===== config.mk =====
export PLATFORM = sky130hd
export DESIGN_NAME = cdwd_top
export DESIGN_NICKNAME = d
export VERILOG_FILES = /design/src/hw/cdwd_pkg.sv /design/src/hw/cdwd_top.sv
export VERILOG_INCLUDE_DIRS = /design/src /design/src/hw
export SDC_FILE = /design/constraint.sdc
export NUM_CORES = 1
export LEC_CHECK = 0
export ABC_AREA = 1
export BUFFER_PORTS_ARGS = -buffer_cell sky130_fd_sc_hd__buf_2
export CORE_ASPECT_RATIO = 1.1
export CORE_MARGIN = 3
export CORE_UTILIZATION = 40
export CTS_CLUSTER_SIZE = 24
export DETAILED_ROUTE_END_ITERATION = 12
export GPL_ROUTABILITY_DRIVEN = 0
export HOLD_SLACK_MARGIN = 0.05
export PLACE_DENSITY = 0.57
export SYNTH_ARGS = -nofsm -noshare
export SYNTH_HDL_FRONTEND = slang
export SYNTH_SLANG_ARGS = --single-unit

===== constraint.sdc =====
create_clock -name pclk -period 2.9 [get_ports pclk]
set_input_delay 0.29 -clock pclk [delete_from_list [all_inputs] [get_ports pclk]]
set_output_delay 0.29 -clock pclk [all_outputs]
set_load 0.01 [all_outputs]

===== src/hw/cdwd_regs.svh =====
// register offsets, field positions, reset values and counts of the watchdog
// assumes apb byte addressing with one 32-bit word per register
`ifndef CDWD_REGS_SVH
`define CDWD_REGS_SVH
`define CDWD_OFF_START    12'h000
`define CDWD_OFF_EVENT    12'h100
`define CDWD_OFF_INTEN    12'h304
`define CDWD_OFF_INTCLR   12'h308
`define CDWD_OFF_RUN      12'h400
`define CDWD_OFF_REQSTAT  12'h404
`define CDWD_OFF_CRV      12'h504
`define CDWD_OFF_RELOAD_REQUEST_ENABLE     12'h508
`define CDWD_OFF_CONFIG   12'h50c
`define CDWD_OFF_RR0      12'h600
`define CDWD_OFF_IRQSTAT  12'h700
`define CDWD_OFF_IRQMASK  12'h704
`define CDWD_KEY          32'h6e524635
`define CDWD_CRV_RST      32'hffffffff
`define CDWD_RELOAD_REQUEST_ENABLE_RST     8'h01
`define CDWD_CFG_RST      2'h3
`define CDWD_CFG_SLEEP    0
`define CDWD_CFG_HALT     3
`define CDWD_RST_DELAY    2'h2
`endif


===== src/hw/cdwd_pkg.sv =====
// types shared by the watchdog design
// assumes nothing beyond a systemverilog compiler
`default_nettype none
package cdwd_pkg;
  // one-hot states of the watchdog
  typedef enum logic [3:0] {
    CDWD_IDLE  = 4'h1,  // not started
    CDWD_RUN   = 4'h2,  // counting
    CDWD_DELAY = 4'h4,  // expiry seen, reset postponed
    CDWD_FIRE  = 4'h8   // reset asserted
  } cdwd_state_t;
endpackage : cdwd_pkg
`default_nettype wire


===== src/hw/cdwd_top.sv =====
// countdown watchdog with apb register slave and slow-clock tick input
// assumes slow_tick is a one-cycle pulse per 32.768 khz period, in pclk domain
`default_nettype none
`include "cdwd_regs.svh"
module cdwd_top (
  input  wire logic        pclk,          // bus clock, 40 mhz
  input  wire logic        presetn,       // async reset, active low
  input  wire logic        clk_en,        // freezes all state when low
  input  wire logic        psel,
  input  wire logic        penable,
  input  wire logic        pwrite,
  input  wire logic [11:0] paddr,
  input  wire logic [31:0] pwdata,
  output logic      [31:0] prdata,
  output logic             pready,
  output logic             pslverr,
  input  wire logic        slow_tick,     // low_freq_clock tick pulse
  input  wire logic        cpu_sleep,     // processor sleeping
  input  wire logic        cpu_halted,    // debugger halt
  input  wire logic        other_lf_src,  // another slow source runs
  output logic             rc_osc_req,    // keep rc oscillator on
  output logic             wd_reset,      // reset request, level
  output logic             irq            // level interrupt
);
  // state and registers
  cdwd_pkg::cdwd_state_t state_r, state_nxt;
  logic [31:0] cnt_r;          // down-counter
  logic [31:0] crv_r;          // counter_reload_value
  logic [7:0]  reload_request_enable_r;         // reload_request_enable
  logic [1:0]  cfg_r;          // {halt keep, sleep keep} bits 3/0 mapped
  logic [7:0]  reqst_r;        // reload_request keys seen
  logic        event_r;        // expiry event flag
  logic        inten_r;        // expiry interrupt enable
  logic        ist_r;          // sticky interrupt status
  logic        imask_r;        // interrupt mask
  logic [1:0]  dly_r;          // ticks left before reset
  logic [31:0] prdata_r;

  // bus decode
  wire acc     = psel & penable & clk_en;
  wire wr      = acc & pwrite;
  wire rd      = acc & ~pwrite;
  wire started = (state_r != cdwd_pkg::CDWD_IDLE);
  wire cfg_wr  = wr & ~started;
  wire rr_hit  = ({paddr[11:5], 5'h00} == `CDWD_OFF_RR0);
  wire [2:0] rr_idx = paddr[4:2];
  wire key_ok  = wr & rr_hit & (pwdata == `CDWD_KEY);
  wire start_w = wr & (paddr == `CDWD_OFF_START) & pwdata[0];
  // one named hit per register keeps the decode readable
  wire hit_start  = (paddr == `CDWD_OFF_START);
  wire hit_event  = (paddr == `CDWD_OFF_EVENT);
  wire hit_inten  = (paddr == `CDWD_OFF_INTEN);
  wire hit_intclr = (paddr == `CDWD_OFF_INTCLR);
  wire hit_run    = (paddr == `CDWD_OFF_RUN);
  wire hit_reqst  = (paddr == `CDWD_OFF_REQSTAT);
  wire hit_crv    = (paddr == `CDWD_OFF_CRV);
  wire hit_reload_request_enable   = (paddr == `CDWD_OFF_RELOAD_REQUEST_ENABLE);
  wire hit_cfg    = (paddr == `CDWD_OFF_CONFIG);
  wire hit_ist    = (paddr == `CDWD_OFF_IRQSTAT);
  wire hit_imask  = (paddr == `CDWD_OFF_IRQMASK);
  wire known   = rr_hit | hit_start | hit_event | hit_inten | hit_intclr
               | hit_run | hit_reqst | hit_crv | hit_reload_request_enable | hit_cfg
               | hit_ist | hit_imask;

  // reload request bookkeeping
  wire [7:0] key_vec = key_ok ? (8'h01 << rr_idx) : 8'h00;
  wire [7:0] req_all = reqst_r | key_vec;
  wire reload = started & ((req_all & reload_request_enable_r) == reload_request_enable_r);

  // pause gating, default keeps counting
  wire paused = (cpu_sleep & ~cfg_r[0]) | (cpu_halted & ~cfg_r[1]);
  wire tick   = slow_tick & ~paused;
  wire expire = (state_r == cdwd_pkg::CDWD_RUN) & tick & (cnt_r == 32'h0);

  // next-state logic
  always_comb begin
    state_nxt = state_r;
    case (state_r)
      cdwd_pkg::CDWD_IDLE: begin
        if (start_w) begin
          state_nxt = cdwd_pkg::CDWD_RUN;
        end
      end
      cdwd_pkg::CDWD_RUN: begin
        if (expire) begin
          state_nxt = inten_r ? cdwd_pkg::CDWD_DELAY : cdwd_pkg::CDWD_FIRE;
        end
      end
      cdwd_pkg::CDWD_DELAY: begin
        // raw tick: the delay is wall time, pause does not stretch it
        if (slow_tick & (dly_r == 2'h1)) begin
          state_nxt = cdwd_pkg::CDWD_FIRE;
        end
      end
      cdwd_pkg::CDWD_FIRE: begin
        state_nxt = cdwd_pkg::CDWD_FIRE; // only presetn leaves
      end
      default: begin
        state_nxt = cdwd_pkg::CDWD_IDLE;
      end
    endcase
  end

  // state register
  // fire is only left through presetn, so nothing cancels a due reset
  always_ff @(posedge pclk or negedge presetn) begin
    if (!presetn) begin
      state_r <= cdwd_pkg::CDWD_IDLE;
    end else if (clk_en) begin
      state_r <= state_nxt;
    end
  end

  // counter
  // start and reload share one load path from the reload value
  // a wrap from zero is the expiry itself, the count is not reused
  always_ff @(posedge pclk or negedge presetn) begin
    if (!presetn) begin
      cnt_r <= 32'h0;
    end else if (clk_en) begin
      if (start_w & ~started) begin
        cnt_r <= crv_r;
      end else if (state_r == cdwd_pkg::CDWD_RUN & reload) begin
        cnt_r <= crv_r;
      end else if (state_r == cdwd_pkg::CDWD_RUN & tick) begin
        cnt_r <= cnt_r - 32'h1;
      end
    end
  end

  // reload-request progress, cleared once a reload happens
  // keys written before start are kept and count after it
  always_ff @(posedge pclk or negedge presetn) begin
    if (!presetn) begin
      reqst_r <= 8'h00;
    end else if (clk_en) begin
      reqst_r <= reload ? 8'h00 : req_all;
    end
  end

  // configuration registers, locked after start
  always_ff @(posedge pclk or negedge presetn) begin
    if (!presetn) begin
      crv_r  <= `CDWD_CRV_RST;
      reload_request_enable_r <= `CDWD_RELOAD_REQUEST_ENABLE_RST;
      cfg_r  <= `CDWD_CFG_RST;
    end else if (cfg_wr) begin
      if (paddr == `CDWD_OFF_CRV) begin
        crv_r <= pwdata;
      end
      if (paddr == `CDWD_OFF_RELOAD_REQUEST_ENABLE) begin
        reload_request_enable_r <= pwdata[7:0];
      end
      if (paddr == `CDWD_OFF_CONFIG) begin
        cfg_r <= {pwdata[`CDWD_CFG_HALT], pwdata[`CDWD_CFG_SLEEP]};
      end
    end
  end

  // postponement counter
  // counts raw ticks: pausing must not stretch a pending reset
  always_ff @(posedge pclk or negedge presetn) begin
    if (!presetn) begin
      dly_r <= 2'h0;
    end else if (clk_en) begin
      if (expire) begin
        dly_r <= `CDWD_RST_DELAY;
      end else if (state_r == cdwd_pkg::CDWD_DELAY & slow_tick) begin
        dly_r <= dly_r - 2'h1;
      end
    end
  end

  // event, interrupt enable, sticky status and mask; set wins
  wire ev_clr  = wr & (paddr == `CDWD_OFF_EVENT) & ~pwdata[0];
  wire ist_rd  = rd & (paddr == `CDWD_OFF_IRQSTAT);
  always_ff @(posedge pclk or negedge presetn) begin
    if (!presetn) begin
      event_r <= 1'b0;
      inten_r <= 1'b0;
      ist_r   <= 1'b0;
      imask_r <= 1'b0;
    end else if (clk_en) begin
      event_r <= expire | (event_r & ~ev_clr);
      ist_r   <= expire | (ist_r & ~ist_rd);
      if (wr & (paddr == `CDWD_OFF_INTEN) & pwdata[0]) begin
        inten_r <= 1'b1;
      end else if (wr & (paddr == `CDWD_OFF_INTCLR) & pwdata[0]) begin
        inten_r <= 1'b0;
      end
      if (wr & (paddr == `CDWD_OFF_IRQMASK)) begin
        imask_r <= pwdata[0];
      end
    end
  end

  // read mux
  // unmapped reads return zero alongside pslverr
  logic [31:0] rmux;
  always_comb begin
    rmux = 32'h0;
    case (paddr)
      `CDWD_OFF_EVENT:   rmux = {31'h0, event_r};
      `CDWD_OFF_INTEN:   rmux = {31'h0, inten_r};
      `CDWD_OFF_INTCLR:  rmux = {31'h0, inten_r};
      `CDWD_OFF_RUN:     rmux = {31'h0, started};
      `CDWD_OFF_REQSTAT: rmux = {24'h0, reqst_r};
      `CDWD_OFF_CRV:     rmux = crv_r;
      `CDWD_OFF_RELOAD_REQUEST_ENABLE:    rmux = {24'h0, reload_request_enable_r};
      `CDWD_OFF_CONFIG:  rmux = {28'h0, cfg_r[1], 2'h0, cfg_r[0]};
      `CDWD_OFF_IRQSTAT: rmux = {31'h0, ist_r};
      `CDWD_OFF_IRQMASK: rmux = {31'h0, imask_r};
      default:           rmux = 32'h0;
    endcase
  end

  // read data register, updated at the edge that ends the setup phase
  always_ff @(posedge pclk or negedge presetn) begin
    if (!presetn) begin
      prdata_r <= 32'h0;
    end else if (psel & ~penable & clk_en) begin
      prdata_r <= rmux; // captured in setup so it is valid in access
    end
  end

  // outputs
  assign prdata     = prdata_r;
  assign pready     = clk_en;           // zero wait states while clk_en is high, wait states while it is low
  assign pslverr    = psel & penable & ~known;
  assign irq        = ist_r & imask_r;
  assign wd_reset   = (state_r == cdwd_pkg::CDWD_FIRE);
  assign rc_osc_req = started & ~other_lf_src;

  // assertions: all on pclk, quiet while presetn is low

  // helper: unpaused ticks seen since the counter was last loaded
  wire ld_now = (start_w & ~started)
              | ((state_r == cdwd_pkg::CDWD_RUN) & reload);
  logic [31:0] per_cnt_r;  // ticks since start or reload
  always_ff @(posedge pclk or negedge presetn) begin
    if (!presetn) begin
      per_cnt_r <= 32'h0;
    end else if (clk_en) begin
      if (ld_now) begin
        per_cnt_r <= 32'h0;  // fresh period
      end else if ((state_r == cdwd_pkg::CDWD_RUN) & tick) begin
        per_cnt_r <= per_cnt_r + 32'h1;
      end
    end
  end

  // helper: raw ticks seen while the reset is postponed
  logic [1:0] post_r;  // counts up from the expiry
  always_ff @(posedge pclk or negedge presetn) begin
    if (!presetn) begin
      post_r <= 2'h0;
    end else if (clk_en) begin
      if (expire) begin
        post_r <= 2'h0;  // new postponement starts
      end else if ((state_r == cdwd_pkg::CDWD_DELAY) & slow_tick) begin
        post_r <= post_r + 2'h1;
      end
    end
  end

  // expiry without interrupt resets at the next edge
  exp_fire_a: assert property (
    @(posedge pclk) disable iff (!presetn)
    clk_en & expire & ~inten_r |=> wd_reset)
    else $error("no reset after expiry");
  // expiry with interrupt holds the reset back
  delay_hold_a: assert property (
    @(posedge pclk) disable iff (!presetn)
    clk_en & expire & inten_r |=> ~wd_reset)
    else $error("reset not postponed");
  // postponed reset comes after exactly two raw ticks
  delay_len_a: assert property (
    @(posedge pclk) disable iff (!presetn)
    clk_en & $rose(wd_reset) & inten_r |-> post_r == 2'h2)
    else $error("postponement length wrong");
  // a raised reset stays until presetn
  fire_stick_a: assert property (
    @(posedge pclk) disable iff (!presetn)
    wd_reset |=> wd_reset)
    else $error("pending reset cancelled");
  // nothing moves the counter before start
  idle_cnt_a: assert property (
    @(posedge pclk) disable iff (!presetn)
    ~started & ~start_w |=> $stable(cnt_r))
    else $error("counter moved before start");
  // start loads the reload value
  start_load_a: assert property (
    @(posedge pclk) disable iff (!presetn)
    clk_en & start_w & ~started |=> cnt_r == $past(crv_r))
    else $error("start did not load");
  // reload value is frozen while started
  lock_crv_a: assert property (
    @(posedge pclk) disable iff (!presetn)
    started & $past(started) |-> $stable(crv_r))
    else $error("config changed after start");
  // request enables are frozen while started
  lock_reload_request_enable_a: assert property (
    @(posedge pclk) disable iff (!presetn)
    started & $past(started) |-> $stable(reload_request_enable_r))
    else $error("enables changed after start");
  // pause configuration is frozen while started
  lock_cfg_a: assert property (
    @(posedge pclk) disable iff (!presetn)
    started & $past(started) |-> $stable(cfg_r))
    else $error("pause config changed after start");
  // before start a reload value write lands
  unlock_a: assert property (
    @(posedge pclk) disable iff (!presetn)
    clk_en & wr & ~started & (paddr == `CDWD_OFF_CRV)
    |=> crv_r == $past(pwdata))
    else $error("config locked while idle");
  // oscillator request rises only on start or loss of the other source
  osc_req_a: assert property (
    @(posedge pclk) disable iff (!presetn)
    $rose(rc_osc_req) |-> $past(start_w) | $fell(other_lf_src))
    else $error("oscillator request wrong");
  // a wrong value leaves the key record alone
  bad_key_a: assert property (
    @(posedge pclk) disable iff (!presetn)
    clk_en & wr & rr_hit & (pwdata != `CDWD_KEY) & ~reload
    |=> reqst_r == $past(reqst_r))
    else $error("non-key write counted");
  // full key set reloads the counter
  reload_load_a: assert property (
    @(posedge pclk) disable iff (!presetn)
    clk_en & (state_r == cdwd_pkg::CDWD_RUN) & reload
    |=> cnt_r == $past(crv_r))
    else $error("reload did not load");
  // an incomplete key set does not touch the counter
  reload_need_a: assert property (
    @(posedge pclk) disable iff (!presetn)
    clk_en & (state_r == cdwd_pkg::CDWD_RUN) & ~reload & ~tick
    |=> $stable(cnt_r))
    else $error("counter reloaded early");
  // each unpaused tick takes one off
  tick_dec_a: assert property (
    @(posedge pclk) disable iff (!presetn)
    clk_en & (state_r == cdwd_pkg::CDWD_RUN) & tick & ~reload
    & (cnt_r != 32'h0) |=> cnt_r == $past(cnt_r) - 32'h1)
    else $error("counter did not decrement");
  // expiry sets the event and the sticky status
  event_set_a: assert property (
    @(posedge pclk) disable iff (!presetn)
    clk_en & expire |=> event_r & ist_r)
    else $error("expiry not flagged");
  // expiry falls on the tick after reload value ticks
  period_a: assert property (
    @(posedge pclk) disable iff (!presetn)
    clk_en & expire |-> per_cnt_r == crv_r)
    else $error("period length wrong");
  // with both keep bits set, sleep and halt do not stop counting
  keep_run_a: assert property (
    @(posedge pclk) disable iff (!presetn)
    clk_en & (state_r == cdwd_pkg::CDWD_RUN) & slow_tick
    & (cfg_r == 2'h3) & ~reload & (cnt_r != 32'h0)
    |=> cnt_r == $past(cnt_r) - 32'h1)
    else $error("stopped while keep set");
  // a pause holds the count
  pause_a: assert property (
    @(posedge pclk) disable iff (!presetn)
    clk_en & (state_r == cdwd_pkg::CDWD_RUN) & paused & ~reload
    |=> $stable(cnt_r))
    else $error("counted while paused");

  // main scenarios seen at least once
  c_start_c: cover property (@(posedge pclk) disable iff (!presetn)
    start_w & ~started);
  c_reload_c: cover property (@(posedge pclk) disable iff (!presetn)
    reload & (state_r == cdwd_pkg::CDWD_RUN));
  c_delay_c: cover property (@(posedge pclk) disable iff (!presetn)
    state_r == cdwd_pkg::CDWD_DELAY ##[1:300] wd_reset);
  c_pause_c: cover property (@(posedge pclk) disable iff (!presetn)
    (state_r == cdwd_pkg::CDWD_RUN) & paused & slow_tick);
endmodule : cdwd_top
`default_nettype wire


==> results.ini <==
[worst_setup_path]
cp_common_cell = nand2_1
reg2regPathDepth = 12
critPathKind = reg2reg
crit_start = cnt_r[0]$_DFFE_PN0P_
crit_arrival_ns = 2.77
worst_path_dominant_cell_family = simple AND/OR/NAND/NOR gates
cpPeakStageDelay_ns = 0.37
required_ns = 3.24
path_cells = inv_1 > ha_1 > nand2_1 > nor2_1 > nand3_1 > nor3_2 > nand2_1 > o21ai_0 > nand2_1 > inv_1 > nand3_1 > o21ai_0
cp.depth = 12
path_buf_inv = 2
end_kind = flop
path_max_fanout = 5
cp-start-kind = flop
cp_slowest_cell = dfrtp_1
r2r_start = cnt_r[0]$_DFFE_PN0P_

[route]
finalWirelength_um = 20200
vias = 6457
dr.first_iter.drc_count = 481
ant_nets = 0
first_pass_iters = 5
avgViaCountPerCell = 5.06
drc = 0
wl_per_cell_um = 15.8

[synth]
synth-seq-cells = 124
yosys.area_share.simple = 0.320
yosys-top-cells-area = dfrtp_1, nand2_1, dfstp_2
netlist_area_um2 = 6920
synth_top_area_frac = 0.318
synth_ff_type = dfrtp_1
synth.net_count = 995
synth_mux_area_frac = 0.0195
synth-xor-area-share = 0.0354
syn_inst = 939
synth_compound_area_frac = 0.0897
synth-async-reset-ratio = 1.00
synth-edff-count = 0
synth_fa_ha_area_frac = 0.00362
avgSynthCellArea_um2 = 7.37
ys_types = 37
yosys_warnings = 0
synth_top_family_by_area = simple AND/OR/NAND/NOR gates
yosysTopAreaCell = dfrtp_1
seq_area_frac_synth = 0.455

[timing]
timing.final.crit_share = 0.839
max_freq_mhz = 411
layout_min_cycle_time_ns = 2.43
tightestPinTransition_ns = 0.924
postLayoutSetupSlackWorst_ns = 0.466
hold_violations = 0
fin_skew_ns = 0.0107
slew_viol_final = 0
rsz0062_at_grt = no
fin_tns_setup_ns = 0
maxSlewHeadroom = 0.379
setup_viol_count_final = 0

[cts]
cts.sinks = 124
cts_tree = done
clk_latency_ns = 0.42
cts_root_buffer = clkbuf_16
htree_levels = 4
cts_buffers = 17
max-clock-path-buffers = 2
cts_setup_buffers = 0
clk_pin_slew_ns = 0.06

[cells_and_area]
final_util = 0.498
fill_cells = 1720
instances_no_fill = 1277
num-nets-final = 1091
layout-drive-gt1-share = 0.191
areaGrowthSynthToFinish_pct = 20.0
diodes = 0

[global_route]
antenna_found_initial = 1
grt_max_degree = 56
grt-ovfl-total = 0
grt_pass1_vias = 6283
gr-usage-all-layers = 0.219
grt_pass1_wl_um = 33300

[place]
place_inst = 1244
dp_slack_ns = 0.320
hpwl_um = 14500
io_buffers = 90

[die]
dieWidth_um = 131
pin_count = 91
die-height_um = 144
dieArea_um2 = 18900
start_util = 0.415
core_um2 = 16700
fp-row-count = 49

[worst_hold_path]
holdCritStartpoint = pwdata[18]
min_path_type = in2reg
hold_depth = 3

[job]
maxCapViolations = 0

[pwr]
vdd_drop_max_v = 0.000503
p_leak_nw = 4.37
powerDensity_nw_per_um2 = 742

[run_status]
status = finished clean

==> metal layers <==
layer	track usage	vias up	part of all wire
met5	0	-	0.00054
met4	0.0685	2	0.018
met3	0.0333	32	0.052
met2	0.334	180	0.44
met1	0.322	3029	0.49
li1	-	3214	-
==> synthesized netlist by cell type (all sizes together), types with 13 or more instances <==
library cell  number
dfrtp             88
nand3             86
nor3              25
clkbuf            20
nand4             13
xor2              22
nor2              90
nand2            296
inv               98
o21ai             82
a21oi             27
dfstp             36
buf               14
==> metrics by stage <==
step / instance area [um2] / total power [mW] / hold slack (ns)
finish: 8310 / 6.16 / 0.105
global route: 8310 / 6.57 / 0.110
detailed placement: 7690 / 3.99 / 0.368
CTS: 8300 / 6.19 / 0.0922
floorplan: 6920 / 3.50 / -0.00559
global placement: 7690 / 3.98 / 0.362
==> area by class of cell <==
cell class | count | area, um2 | area share
clock inverter | 12 | 134 | 0.0161
tap | 229 | 287 | 0.0345
sequential | 124 | 3150 | 0.379
timing repair buffer | 111 | 651 | 0.0783
inverter | 98 | 368 | 0.0443
multi-input combinational | 683 | 3250 | 0.392
clock buffer | 20 | 467 | 0.0562
==> report_power, final <==
part	leakage [nW]	switching [mW]	internal, mW
registers	1.56	0.213	1.93
clock network	0.294	0.837	1.34
logic	2.51	1.16	0.680
==> kinds of logic (layout without fill, tap and decap cells) <==
kind of cell / count (synthesis) / count (layout)
AND/OR/NAND/NOR: 524 / 524
buffers and inverters: 132 / 241
flip-flops: 124 / 124
AO/OA/AOI/OAI: 117 / 117
XOR/XNOR: 28 / 28
multiplexers: 12 / 12
adder cells (fa/ha/maj): 2 / 2
==> worst register-to-register path, stage by stage (launching register included) <==
cell,delay [ns]
dfrtp_1,0.37
inv_1,0.12
ha_1,0.25
nand2_1,0.11
nor2_1,0.24
nand3_1,0.20
nor3_2,0.23
nand2_1,0.23
o21ai_0,0.20
nand2_1,0.13
inv_1,0.12
nand3_1,0.07
o21ai_0,0.09
==> timing repair <==
action                                  in CTS  in global routing
endpoints found under the setup margin       0                  3
resized for setup                            0                  1
hold buffers                                 1                  0
hold endpoints to repair                    38                  0
==> sequential cells by signal (all words and copies together) (netlist names), 2 cells and up <==
register / cells
crv_r: 32
prdata: 32
cnt_r: 32
reload_request_enable_r: 8
cfg_r: 2
dly_r: 2
reqst_r: 8
state_r: 4
==> placed cells by master (no fill, tap or decap), types with 2 or more instances in the layout <==
cell type,count
a21oi_1,26
buf_12,3
buf_2,89
buf_4,18
bufinv_16,2
clkbuf_16,17
clkbuf_8,3
clkinv_2,3
clkinvlp_4,2
dfrtp_1,88
dfstp_2,36
ha_1,2
inv_1,96
inv_2,2
inv_6,4
mux2_2,12
nand2_1,295
nand3_1,84
nand3_2,2
nand3b_1,9
nand4_1,13
nor2_1,89
nor3_1,22
nor3_2,2
nor4_1,3
o21ai_0,80
o21ai_1,2
xnor2_1,6
xor2_1,22
==> worst paths after layout <==
| check | to | slack [ns] |
|---|---|---|
| min in group asynchronous | state_r[1]$_DFFE_PN0P_ | 0.44 |
| max in group asynchronous | crv_r[27]$_DFFE_PN1P_ | 1.63 |
| worst max register to register | state_r[2]$_DFFE_PN0P_ | 0.47 |
| worst max-delay path | state_r[2]$_DFFE_PN0P_ | 0.47 |
| worst min register to register | cnt_r[3]$_DFFE_PN0P_ | 0.48 |
| worst min-delay path | crv_r[18]$_DFFE_PN1P_ | 0.10 |
Power figures use the tool's default switching activity.
